==> config.mk <==
export PLATFORM = sky130hd
export DESIGN_NAME = pcs_field_bank
export DESIGN_NICKNAME = d
export VERILOG_FILES = /design/src/inc/pcs_pkg.sv /design/src/verilog/pcs_field_bank.sv
export SDC_FILE = /design/constraint.sdc
export NUM_CORES = 1
export LEC_CHECK = 0
export BUFFER_PORTS_ARGS = -buffer_cell sky130_fd_sc_hd__buf_2
export CAP_MARGIN = 20
export CORE_MARGIN = 2
export CORE_UTILIZATION = 35
export CTS_CLUSTER_SIZE = 30
export DETAILED_ROUTE_END_ITERATION = 10
export RECOVER_POWER = 50
export SETUP_SLACK_MARGIN = 0.1
export SLEW_MARGIN = 20
export SYNTH_ARGS = -nofsm -noshare
export SYNTH_HDL_FRONTEND = slang
export SYNTH_SLANG_ARGS = --single-unit
==> constraint.sdc <==
create_clock -name ref_clk -period 2.1 [get_ports ref_clk]
set_input_delay 0.315 -clock ref_clk [delete_from_list [all_inputs] [get_ports ref_clk]]
set_output_delay 0.315 -clock ref_clk [all_outputs]
set_load 0.1 [all_outputs]
==> src/inc/pcs_pkg.sv <==
package pcs_pkg;

  // register indices, one byte each
  localparam logic [4:0] REG_FRAC_HI = 5'h00;
  localparam logic [4:0] REG_FRAC_MID = 5'h02;
  localparam logic [4:0] REG_FRAC_INT = 5'h04;
  localparam logic [4:0] REG_INT_PRE = 5'h06;
  localparam logic [4:0] REG_PRE_MID = 5'h08;
  localparam logic [4:0] REG_PRE_FB = 5'h0A;
  localparam logic [4:0] REG_FB_MID = 5'h0C;
  localparam logic [4:0] REG_FB_OUT = 5'h0E;
  localparam logic [4:0] REG_OUT_BW = 5'h10;
  localparam logic [4:0] REG_BW_TYPE = 5'h12;
  localparam logic [4:0] REG_MODE_OE = 5'h14;
  localparam logic [4:0] REG_INSEL = 5'h15;
  localparam logic [4:0] REG_DOUBLER = 5'h16;
  localparam logic [4:0] REG_STATUS = 5'h17;

  // fixed bit patterns of the mixed registers
  localparam logic [7:0] MODE_OE_FIXED = 8'h10;
  localparam logic [7:0] DOUBLER_FIXED = 8'hA1;
  localparam int DOUBLER_BIT = 3;

  // input selection policy codes
  localparam logic [1:0] POL_MAN_PIN = 2'h0;
  localparam logic [1:0] POL_AUTO_NONREV = 2'h1;
  localparam logic [1:0] POL_AUTO_REV = 2'h2;
  localparam logic [1:0] POL_MAN_REG = 2'h3;

  // normalised operating modes
  typedef enum logic [1:0] {PCS_LOW_BW, PCS_SYNTH, PCS_HIGH_BW} pcs_mode_t;

  // timing
  localparam int CLK_MHZ = 50;
  localparam int LCK_WIN_BASE_US = 2;
  localparam int LCK_WIN_BASE_CYC = LCK_WIN_BASE_US * CLK_MHZ;
  localparam int ADC_DIV_BASE = 16;

  typedef struct packed {
    logic [17:0] upper_fb_frac_part;
    logic [7:0] upper_fb_int_part;
    logic [16:0] ref_prediv;
    logic [16:0] lower_loop_fb_div;
    logic [10:0] output_divider;
    logic [6:0] loop_settings;
    logic out1_signal_type;
    logic out0_signal_type;
    logic [1:0] pll_operating_mode;
    logic out1_enable;
    logic out0_enable;
    logic input_select_bit;
    logic [1:0] input_select_policy;
    logic [1:0] adc_sample_rate;
    logic [1:0] lock_window_width;
    logic ref_doubler_enable;
  } pcs_cfg_t;

  typedef struct packed {
    logic active_input_flag;
    logic holdover_flag;
    logic input1_fault_flag;
    logic input0_fault_flag;
    logic ref_fault_flag;
    logic locked_flag;
  } pcs_stat_t;

  typedef struct packed {
    pcs_mode_t op_mode;
    logic [4:0] adc_ref_div;
    logic [10:0] lock_win_cycles;
    logic [1:0] pfd_ref_mult;
  } pcs_ctl_t;

  // values after reset
  localparam pcs_cfg_t PCS_CFG_RST = '0;
  localparam pcs_stat_t PCS_STAT_RST = '0;
  localparam pcs_ctl_t PCS_CTL_RST = '{PCS_LOW_BW, 5'h10, 11'h064, 2'h1};

endpackage

==> src/verilog/pcs_field_bank.sv <==
`timescale 1ns/100ps
// Overview of operation
// - one type bit per output pair: 0 selects LVPECL, 1 selects LVDS
// - 17-bit reference pre-divider and 11-bit output divider applied to paths
// - 17-bit integer feedback divider for the lower loop
// - 8-bit integer part of the upper loop feedback divider
// - 18-bit fractional part combined with the upper loop integer part
// - 7-bit loop settings whose meaning depends on the operating mode
// - mode field: 00 low bandwidth, 01 synthesis, 10 and 11 high bandwidth
// - each output pair has an enable bit, 1 enables
// - policy: 00 pin manual, 01 auto non-revertive, 10 auto revertive, 11 register
// - register manual: select bit 0 picks input 0, 1 picks input 1
// - auto revertive: select bit names the primary; auto non-revertive and pin manual: bit ignored
// - ADC rate codes give reference divided by 16, 8, 4 or 2
// - lock window codes give 2, 4, 8 or 16 us
// - doubler bit doubles reference before the phase detector
// - one self-clearing bad flag per input clock
// - reference fault flag follows the reference state
// - lock bit mirrors loop lock and drives the lock pin
// - holdover flag set while phase detector input is out of spec
// - active input flag follows automatic fail-over
// - disabled output pair is high impedance
module pcs_field_bank
  import pcs_pkg::*;
(
  // clock, reset, enable
  input wire logic ref_clk,
  input wire logic sys_rst,
  input wire logic clk_en,
  // register port
  input wire logic [4:0] reg_addr,
  input wire logic [7:0] reg_wdata,
  input wire logic reg_wr,
  input wire logic reg_rd,
  output logic [7:0] reg_rdata,
  // monitor and loop pins
  input wire logic in0_bad_pin,
  input wire logic in1_bad_pin,
  input wire logic ref_bad_pin,
  input wire logic loop_lock_pin,
  input wire logic loop_holdover_pin,
  input wire logic input_select_pin,
  // configuration towards the analog core
  output pcs_cfg_t cfg,
  output pcs_ctl_t ctl,
  output pcs_stat_t stat,
  // output pair drivers and lock pin
  output logic out0_drive_en,
  output logic out1_drive_en,
  output logic out0_lvds_sel,
  output logic out1_lvds_sel,
  output logic lock_pin
);

  pcs_cfg_t cfg_r;
  pcs_ctl_t ctl_r;
  pcs_stat_t stat_r;
  logic [5:0] pin_meta_r;
  logic [5:0] pin_sync_r;
  logic [7:0] rdata_r;
  logic [7:0] rdata_nxt;
  logic active_nxt;
  logic out0_en_r;
  logic out1_en_r;
  logic out0_lvds_r;
  logic out1_lvds_r;
  logic lock_pin_r;
  logic in0_fault_r;
  logic in1_fault_r;
  logic ref_fault_r;
  logic locked_r;
  logic holdover_r;
  logic active_r;

  logic s_in0_bad;
  logic s_in1_bad;
  logic s_ref_bad;
  logic s_lock;
  logic s_hold;
  logic s_sel_pin;

  // two-stage synchroniser for the pins
  always_ff @(posedge ref_clk)
  begin
    if (sys_rst)
    begin
      pin_meta_r <= 6'h00;
      pin_sync_r <= 6'h00;
    end
    else if (clk_en)
    begin
      pin_meta_r <= {input_select_pin, loop_holdover_pin, loop_lock_pin,
                     ref_bad_pin, in1_bad_pin, in0_bad_pin};
      pin_sync_r <= pin_meta_r;
    end
  end

  assign s_in0_bad = pin_sync_r[0];
  assign s_in1_bad = pin_sync_r[1];
  assign s_ref_bad = pin_sync_r[2];
  assign s_lock = pin_sync_r[3];
  assign s_hold = pin_sync_r[4];
  assign s_sel_pin = pin_sync_r[5];

  // host writes into configuration fields; reserved positions are dropped
  always_ff @(posedge ref_clk)
  begin
    if (sys_rst)
    begin
      cfg_r <= PCS_CFG_RST;
    end
    else if (clk_en && reg_wr)
    begin
      case (reg_addr)
        REG_FRAC_HI:
        begin
          cfg_r.upper_fb_frac_part[17:10] <= reg_wdata;
        end
        REG_FRAC_MID:
        begin
          cfg_r.upper_fb_frac_part[9:2] <= reg_wdata;
        end
        REG_FRAC_INT:
        begin
          cfg_r.upper_fb_frac_part[1:0] <= reg_wdata[7:6];
          cfg_r.upper_fb_int_part[7:2] <= reg_wdata[5:0];
        end
        REG_INT_PRE:
        begin
          cfg_r.upper_fb_int_part[1:0] <= reg_wdata[7:6];
          cfg_r.ref_prediv[16:11] <= reg_wdata[5:0];
        end
        REG_PRE_MID:
        begin
          cfg_r.ref_prediv[10:3] <= reg_wdata;
        end
        REG_PRE_FB:
        begin
          cfg_r.ref_prediv[2:0] <= reg_wdata[7:5];
          cfg_r.lower_loop_fb_div[16:12] <= reg_wdata[4:0];
        end
        REG_FB_MID:
        begin
          cfg_r.lower_loop_fb_div[11:4] <= reg_wdata;
        end
        REG_FB_OUT:
        begin
          cfg_r.lower_loop_fb_div[3:0] <= reg_wdata[7:4];
          cfg_r.output_divider[10:7] <= reg_wdata[3:0];
        end
        REG_OUT_BW:
        begin
          cfg_r.output_divider[6:0] <= reg_wdata[7:1];
          cfg_r.loop_settings[6] <= reg_wdata[0];
        end
        REG_BW_TYPE:
        begin
          cfg_r.loop_settings[5:0] <= reg_wdata[7:2];
          cfg_r.out1_signal_type <= reg_wdata[1];
          cfg_r.out0_signal_type <= reg_wdata[0];
        end
        REG_MODE_OE:
        begin
          cfg_r.pll_operating_mode <= reg_wdata[7:6];
          cfg_r.out1_enable <= reg_wdata[3];
          cfg_r.out0_enable <= reg_wdata[2];
        end
        REG_INSEL:
        begin
          cfg_r.input_select_bit <= reg_wdata[7];
          cfg_r.input_select_policy <= reg_wdata[6:5];
          cfg_r.adc_sample_rate <= reg_wdata[3:2];
          cfg_r.lock_window_width <= reg_wdata[1:0];
        end
        REG_DOUBLER:
        begin
          cfg_r.ref_doubler_enable <= reg_wdata[DOUBLER_BIT];
        end
        default:
        begin
          // status and reserved registers hold no writable state
          cfg_r <= cfg_r;
        end
      endcase
    end
  end

  // derived controls for the analog loop
  always_ff @(posedge ref_clk)
  begin
    if (sys_rst)
    begin
      ctl_r <= PCS_CTL_RST;
    end
    else if (clk_en)
    begin
      case (cfg_r.pll_operating_mode)
        2'h0: ctl_r.op_mode <= PCS_LOW_BW;
        2'h1: ctl_r.op_mode <= PCS_SYNTH;
        default: ctl_r.op_mode <= PCS_HIGH_BW;
      endcase
      // divide ratio 16 >> code
      ctl_r.adc_ref_div <= 5'(ADC_DIV_BASE >> cfg_r.adc_sample_rate);
      // window 2 us << code, in clock cycles
      ctl_r.lock_win_cycles <=
        11'(LCK_WIN_BASE_CYC << cfg_r.lock_window_width);
      ctl_r.pfd_ref_mult <= cfg_r.ref_doubler_enable ? 2'h2 : 2'h1;
    end
  end

  // active input choice and fail-over
  always_comb
  begin
    active_nxt = stat_r.active_input_flag;
    case (cfg_r.input_select_policy)
      POL_MAN_PIN:
      begin
        active_nxt = s_sel_pin;
      end
      POL_MAN_REG:
      begin
        active_nxt = cfg_r.input_select_bit;
      end
      POL_AUTO_NONREV:
      begin
        // stay put unless the active input fails and the other is good
        if (stat_r.active_input_flag ? (s_in1_bad && !s_in0_bad)
                                     : (s_in0_bad && !s_in1_bad))
        begin
          active_nxt = !stat_r.active_input_flag;
        end
      end
      POL_AUTO_REV:
      begin
        // return to the primary whenever it is good
        if (cfg_r.input_select_bit ? !s_in1_bad : !s_in0_bad)
        begin
          active_nxt = cfg_r.input_select_bit;
        end
        else if (cfg_r.input_select_bit ? !s_in0_bad : !s_in1_bad)
        begin
          active_nxt = !cfg_r.input_select_bit;
        end
      end
      default:
      begin
        active_nxt = stat_r.active_input_flag;
      end
    endcase
  end

  // status packed from its own flops; host writes never reach them
  assign stat_r = {active_r, holdover_r, in1_fault_r, in0_fault_r, ref_fault_r, locked_r};

  // fault flags clear as soon as the monitor does
  always_ff @(posedge ref_clk)
  begin
    if (sys_rst)
    begin
      in0_fault_r <= PCS_STAT_RST.input0_fault_flag;
      in1_fault_r <= PCS_STAT_RST.input1_fault_flag;
      ref_fault_r <= PCS_STAT_RST.ref_fault_flag;
    end
    else if (clk_en)
    begin
      in0_fault_r <= s_in0_bad;
      in1_fault_r <= s_in1_bad;
      ref_fault_r <= s_ref_bad;
    end
  end

  // loop lock and holdover; lock pin mirrors the lock flag
  always_ff @(posedge ref_clk)
  begin
    if (sys_rst)
    begin
      locked_r <= PCS_STAT_RST.locked_flag;
      holdover_r <= PCS_STAT_RST.holdover_flag;
      lock_pin_r <= 1'b0;
    end
    else if (clk_en)
    begin
      locked_r <= s_lock;
      holdover_r <= s_hold;
      lock_pin_r <= s_lock;
    end
  end

  // active input, moved by policy or fail-over
  always_ff @(posedge ref_clk)
  begin
    if (sys_rst)
    begin
      active_r <= PCS_STAT_RST.active_input_flag;
    end
    else if (clk_en)
    begin
      active_r <= active_nxt;
    end
  end

  // pair drivers; low enable leaves the pair floating
  always_ff @(posedge ref_clk)
  begin
    if (sys_rst)
    begin
      out0_en_r <= 1'b0;
      out1_en_r <= 1'b0;
    end
    else if (clk_en)
    begin
      out0_en_r <= cfg_r.out0_enable;
      out1_en_r <= cfg_r.out1_enable;
    end
  end

  // pair signal type, high for LVDS
  always_ff @(posedge ref_clk)
  begin
    if (sys_rst)
    begin
      out0_lvds_r <= 1'b0;
      out1_lvds_r <= 1'b0;
    end
    else if (clk_en)
    begin
      out0_lvds_r <= cfg_r.out0_signal_type;
      out1_lvds_r <= cfg_r.out1_signal_type;
    end
  end

  // read multiplexer; reserved bits read zero
  always_comb
  begin
    rdata_nxt = 8'h00;
    case (reg_addr)
      REG_FRAC_HI: rdata_nxt = cfg_r.upper_fb_frac_part[17:10];
      REG_FRAC_MID: rdata_nxt = cfg_r.upper_fb_frac_part[9:2];
      REG_FRAC_INT: rdata_nxt = {cfg_r.upper_fb_frac_part[1:0],
                                 cfg_r.upper_fb_int_part[7:2]};
      REG_INT_PRE: rdata_nxt = {cfg_r.upper_fb_int_part[1:0], cfg_r.ref_prediv[16:11]};
      REG_PRE_MID: rdata_nxt = cfg_r.ref_prediv[10:3];
      REG_PRE_FB: rdata_nxt = {cfg_r.ref_prediv[2:0], cfg_r.lower_loop_fb_div[16:12]};
      REG_FB_MID: rdata_nxt = cfg_r.lower_loop_fb_div[11:4];
      REG_FB_OUT: rdata_nxt = {cfg_r.lower_loop_fb_div[3:0], cfg_r.output_divider[10:7]};
      REG_OUT_BW: rdata_nxt = {cfg_r.output_divider[6:0], cfg_r.loop_settings[6]};
      REG_BW_TYPE: rdata_nxt = {cfg_r.loop_settings[5:0], cfg_r.out1_signal_type,
                                cfg_r.out0_signal_type};
      REG_MODE_OE: rdata_nxt = MODE_OE_FIXED | {cfg_r.pll_operating_mode, 2'h0,
                                                cfg_r.out1_enable, cfg_r.out0_enable,
                                                2'h0};
      REG_INSEL: rdata_nxt = {cfg_r.input_select_bit, cfg_r.input_select_policy, 1'b0,
                              cfg_r.adc_sample_rate, cfg_r.lock_window_width};
      REG_DOUBLER: rdata_nxt = DOUBLER_FIXED |
                               (8'(cfg_r.ref_doubler_enable) << DOUBLER_BIT);
      REG_STATUS: rdata_nxt = {stat_r, 2'h0};
      default: rdata_nxt = 8'h00;
    endcase
  end

  // read data stands only in the cycle after the strobe
  always_ff @(posedge ref_clk)
  begin
    if (sys_rst)
    begin
      rdata_r <= 8'h00;
    end
    else if (clk_en)
    begin
      rdata_r <= reg_rd ? rdata_nxt : 8'h00;
    end
  end

  assign reg_rdata = rdata_r;
  assign cfg = cfg_r;
  assign ctl = ctl_r;
  assign stat = stat_r;
  assign out0_drive_en = out0_en_r;
  assign out1_drive_en = out1_en_r;
  assign out0_lvds_sel = out0_lvds_r;
  assign out1_lvds_sel = out1_lvds_r;
  assign lock_pin = lock_pin_r;

endmodule

==> results.md <==
* Total GRT Usage at 21.2%
* Hold slack at 0.132 ns
* Share of layout cells above drive strength 1 at 26.7%
* Final std cells w/o fill at 1037
* EDFF count, synth at 0
* Post-CTS Hold Buffers at 0
* CTS Buf Count at 17
* Via-to-Cell Ratio at 5.10
* First-pass GRT wire length at 29500 µm
* Multi-input gate area at 3020 µm²
* Largest net degree at the start of global routing at 58
* Mapped Cells at 646
* Register area share after synthesis at 45.2%
* Buffers on Ports at 150
* Overflow after GRT at 0
* Synth Area in Adders at 0.819%
* Final hold vios at 0
* Core Util, Final at 44.8%
* Inst Count DP at 1005
* CP Launch Type: input port
* Fin. max-slew vios at 0
* CTS root buf: clkbuf_16
* Hold endpoint: pin_meta_r[0]$_SDFFE_PP0P_
* DR iter-0 viols at 358
* Critical path class: input port to flip-flop
* Xor-xnor portion of the synthesized cell area at 0.143%
* Post_cts resized at 0
* Die area at 18500 µm²
* Total power at 6.31 mW
* Die Width at 136 µm
* Syn Area/Cell at 9.46 µm²
* Gr busiest metal: met2
* Netlist Area Pre-Place at 6110 µm²
* Reg2reg end: reg_rdata[6]$_SDFFE_PP0P_
* Worst reg2reg setup slack at 0.78 ns
* Nets at 827
* # IOs at 155
* Largest fanout on the critical path at 8
* Fmax at 546 MHz
* Worst-skew pair later-pin latency at 0.42 ns
* Die Span Y at 136 µm
* Rows at 48
* RR Startpoint: cfg[42]$_SDFFE_PP0P_
* Multiplexer share of the synthesized area at 20.8%
* Detailed Route WL at 19400 µm
* Ys flop type: dfxtp_1
* Max cap viols at 0
* Hold Crit Depth at 3
* Hold Path Origin: in0_bad_pin
* Core Area at 17200 µm²
* Clock Path Buffers at 2
* Type of the tightest min-delay check: input port to flip-flop
* Clk slew on worst S/H paths at 0.06 ns
* Final Critical Period at 1.83 ns
* WP data required at 2.38 ns
* Via count at 5285
* FF+latch area at 2760 µm²
* R2r worst-path depth at 5
* Final TNS setup at 0 ns
* Fillers at 1763
* N_diodes at 0
* Initial Utilization at 35.6%
* H-tree depth at 4
* Status: completed
* Yosys warns at 0
* DR pass1 iterations at 5
* DRC Markers at 0
* Largest family of logic cells by synthesized area: multiplexers
* Worst Skew at 0.00739 ns
* Ys async rst share at 0%
* Commonest non-fill, non-tap cells in the layout: dfxtp_1, nor2_1, mux2i_1
* RSZ-0062 raised after global routing: false
* Final Cycle Share at 87.2%
* Post-synth cell types at 59
* Peak supply drop at 0.535 mV
* Simple-gate share of the synthesized area at 19.3%
* WP data arrival at 2.11 ns
* Initial antenna violation count at 0
* Rel. slew slack at 23.9%
* Synth Area in Compound Gates at 9.15%
* Met3 Use GR at 5.15%
* Worst-Margin Slew at 1.14 ns
* Setup bufs post-CTS at 0
* P per Cell Area at 820 nW/µm²
* Post-DRT Antenna Nets at 0
* Number of global-route vias before repair at 4999
* Clock Sinks at 138
* RePlAce Congestion at 0.926
* CP Capture Type: flip-flop
* Static Leak at 3.34 nW
* Number of synthesized register bits at 138
* WL/cell at 18.7 µm
* Syn-to-layout area delta at 25.9%
* Grt met2 use at 32.7%
* CTS tree: yes
* Post-DP HPWL at 14300 µm
* # setup viols final at 0
* Commonest non-fill, non-tap cell in the layout: dfxtp_1
* Met1 Usage GRT at 28.4%
[through the flow]
stage / area [µm²] / setup slack [ns]
finish: 7690 / 0.269
floorplan: 6120 / 0.210
global placement: 7180 / 0.107
global route: 7690 / 0.165
CTS: 7810 / 0.321
detailed placement: 7180 / 0.0733
[worst max path at each step]
stage | depth (start not counted) | slack (ns) | start | endpoint
after detailed placement | 5 | 0.07 | reg_addr[1] | reg_rdata[1]$_SDFFE_PP0P_
after floorplan | 5 | 0.21 | cfg[6]$_SDFFE_PP0P_ | active_r$_SDFFE_PP0P_
after CTS | 1 | 0.32 | cfg[6]$_SDFFE_PP0P_ | cfg[6]
after global routing | 6 | 0.17 | reg_addr[2] | cfg[42]$_SDFFE_PP0P_
final | 7 | 0.27 | reg_addr[2] | cfg[81]$_SDFFE_PP0P_
after global placement | 7 | 0.11 | reg_addr[2] | reg_rdata[1]$_SDFFE_PP0P_
[routing by layer]
metal  up-vias  wire [µm]
met3        29       1190
met4         0        448
met5         -          0
met1      2523       8970
li1       2549          -
met2       184       8770
[flip-flops by register name, indices dropped and copies added (netlist names), 6 cells and up]
name / flops
ctl: 16
pin_meta_r: 6
pin_sync_r: 6
cfg: 92
reg_rdata: 8
[synthesized netlist by cell type (all sizes together) (3+ instances only)]
cell type | instances | area [µm²]
nand4 | 5 | 31.3
nand3 | 8 | 45.0
nand2 | 28 | 108
a21oi | 17 | 85.1
dfxtp | 138 | 2760
mux2i | 126 | 1260
inv | 5 | 18.8
a22oi | 12 | 90.1
clkbuf | 28 | 105
a31oi | 3 | 18.8
nand3b | 4 | 30.0
nor2b | 4 | 25.0
o21ai | 16 | 80.1
a22o | 3 | 26.3
a221oi | 3 | 26.3
nor4 | 3 | 48.8
nor3 | 14 | 131
ha | 4 | 50.1
buf | 26 | 153
nand2b | 21 | 131
nor2 | 135 | 527
a32oi | 4 | 35.0
[worst max-delay path, stage by stage]
cell and delay (ns):
clkbuf_1 0.14, clkbuf_1 0.22, or3_1 0.44, nor3_4 0.13, clkbuf_1 0.55, mux2i_1 0.26, nor2_1 0.06
[layout make-up]
type / instances / share of cell area (%)
Clock buffer: 18 / 5.71
Clock inverter: 14 / 2.54
Inverter: 5 / 0.244
Multi-Input combinational cell: 452 / 39.3
Sequential cell: 138 / 35.9
Tap cell: 225 / 3.66
Timing Repair Buffer: 185 / 12.7
[report_power, final]
group          leakage (nW)  internal [mW]  switching (mW)  total, mW
Sequential             1.11           2.64          0.0188       2.66
Clock                 0.299           2.02            1.20       3.22
Combinational          1.93          0.105           0.326      0.431
[logic make-up (layout without fill, tap and decap cells)]
group | after synthesis | after routing
buffers and inverters | 59 | 222
multiplexers | 127 | 127
XOR/XNOR | 1 | 1
flip-flops | 138 | 138
adder cells (fa/ha/maj) | 4 | 4
AO/OA/AOI/OAI | 81 | 81
AND/OR/NAND/NOR | 235 | 235
other | 1 | 4
Note: power is estimated with default switching activity, not from simulation.
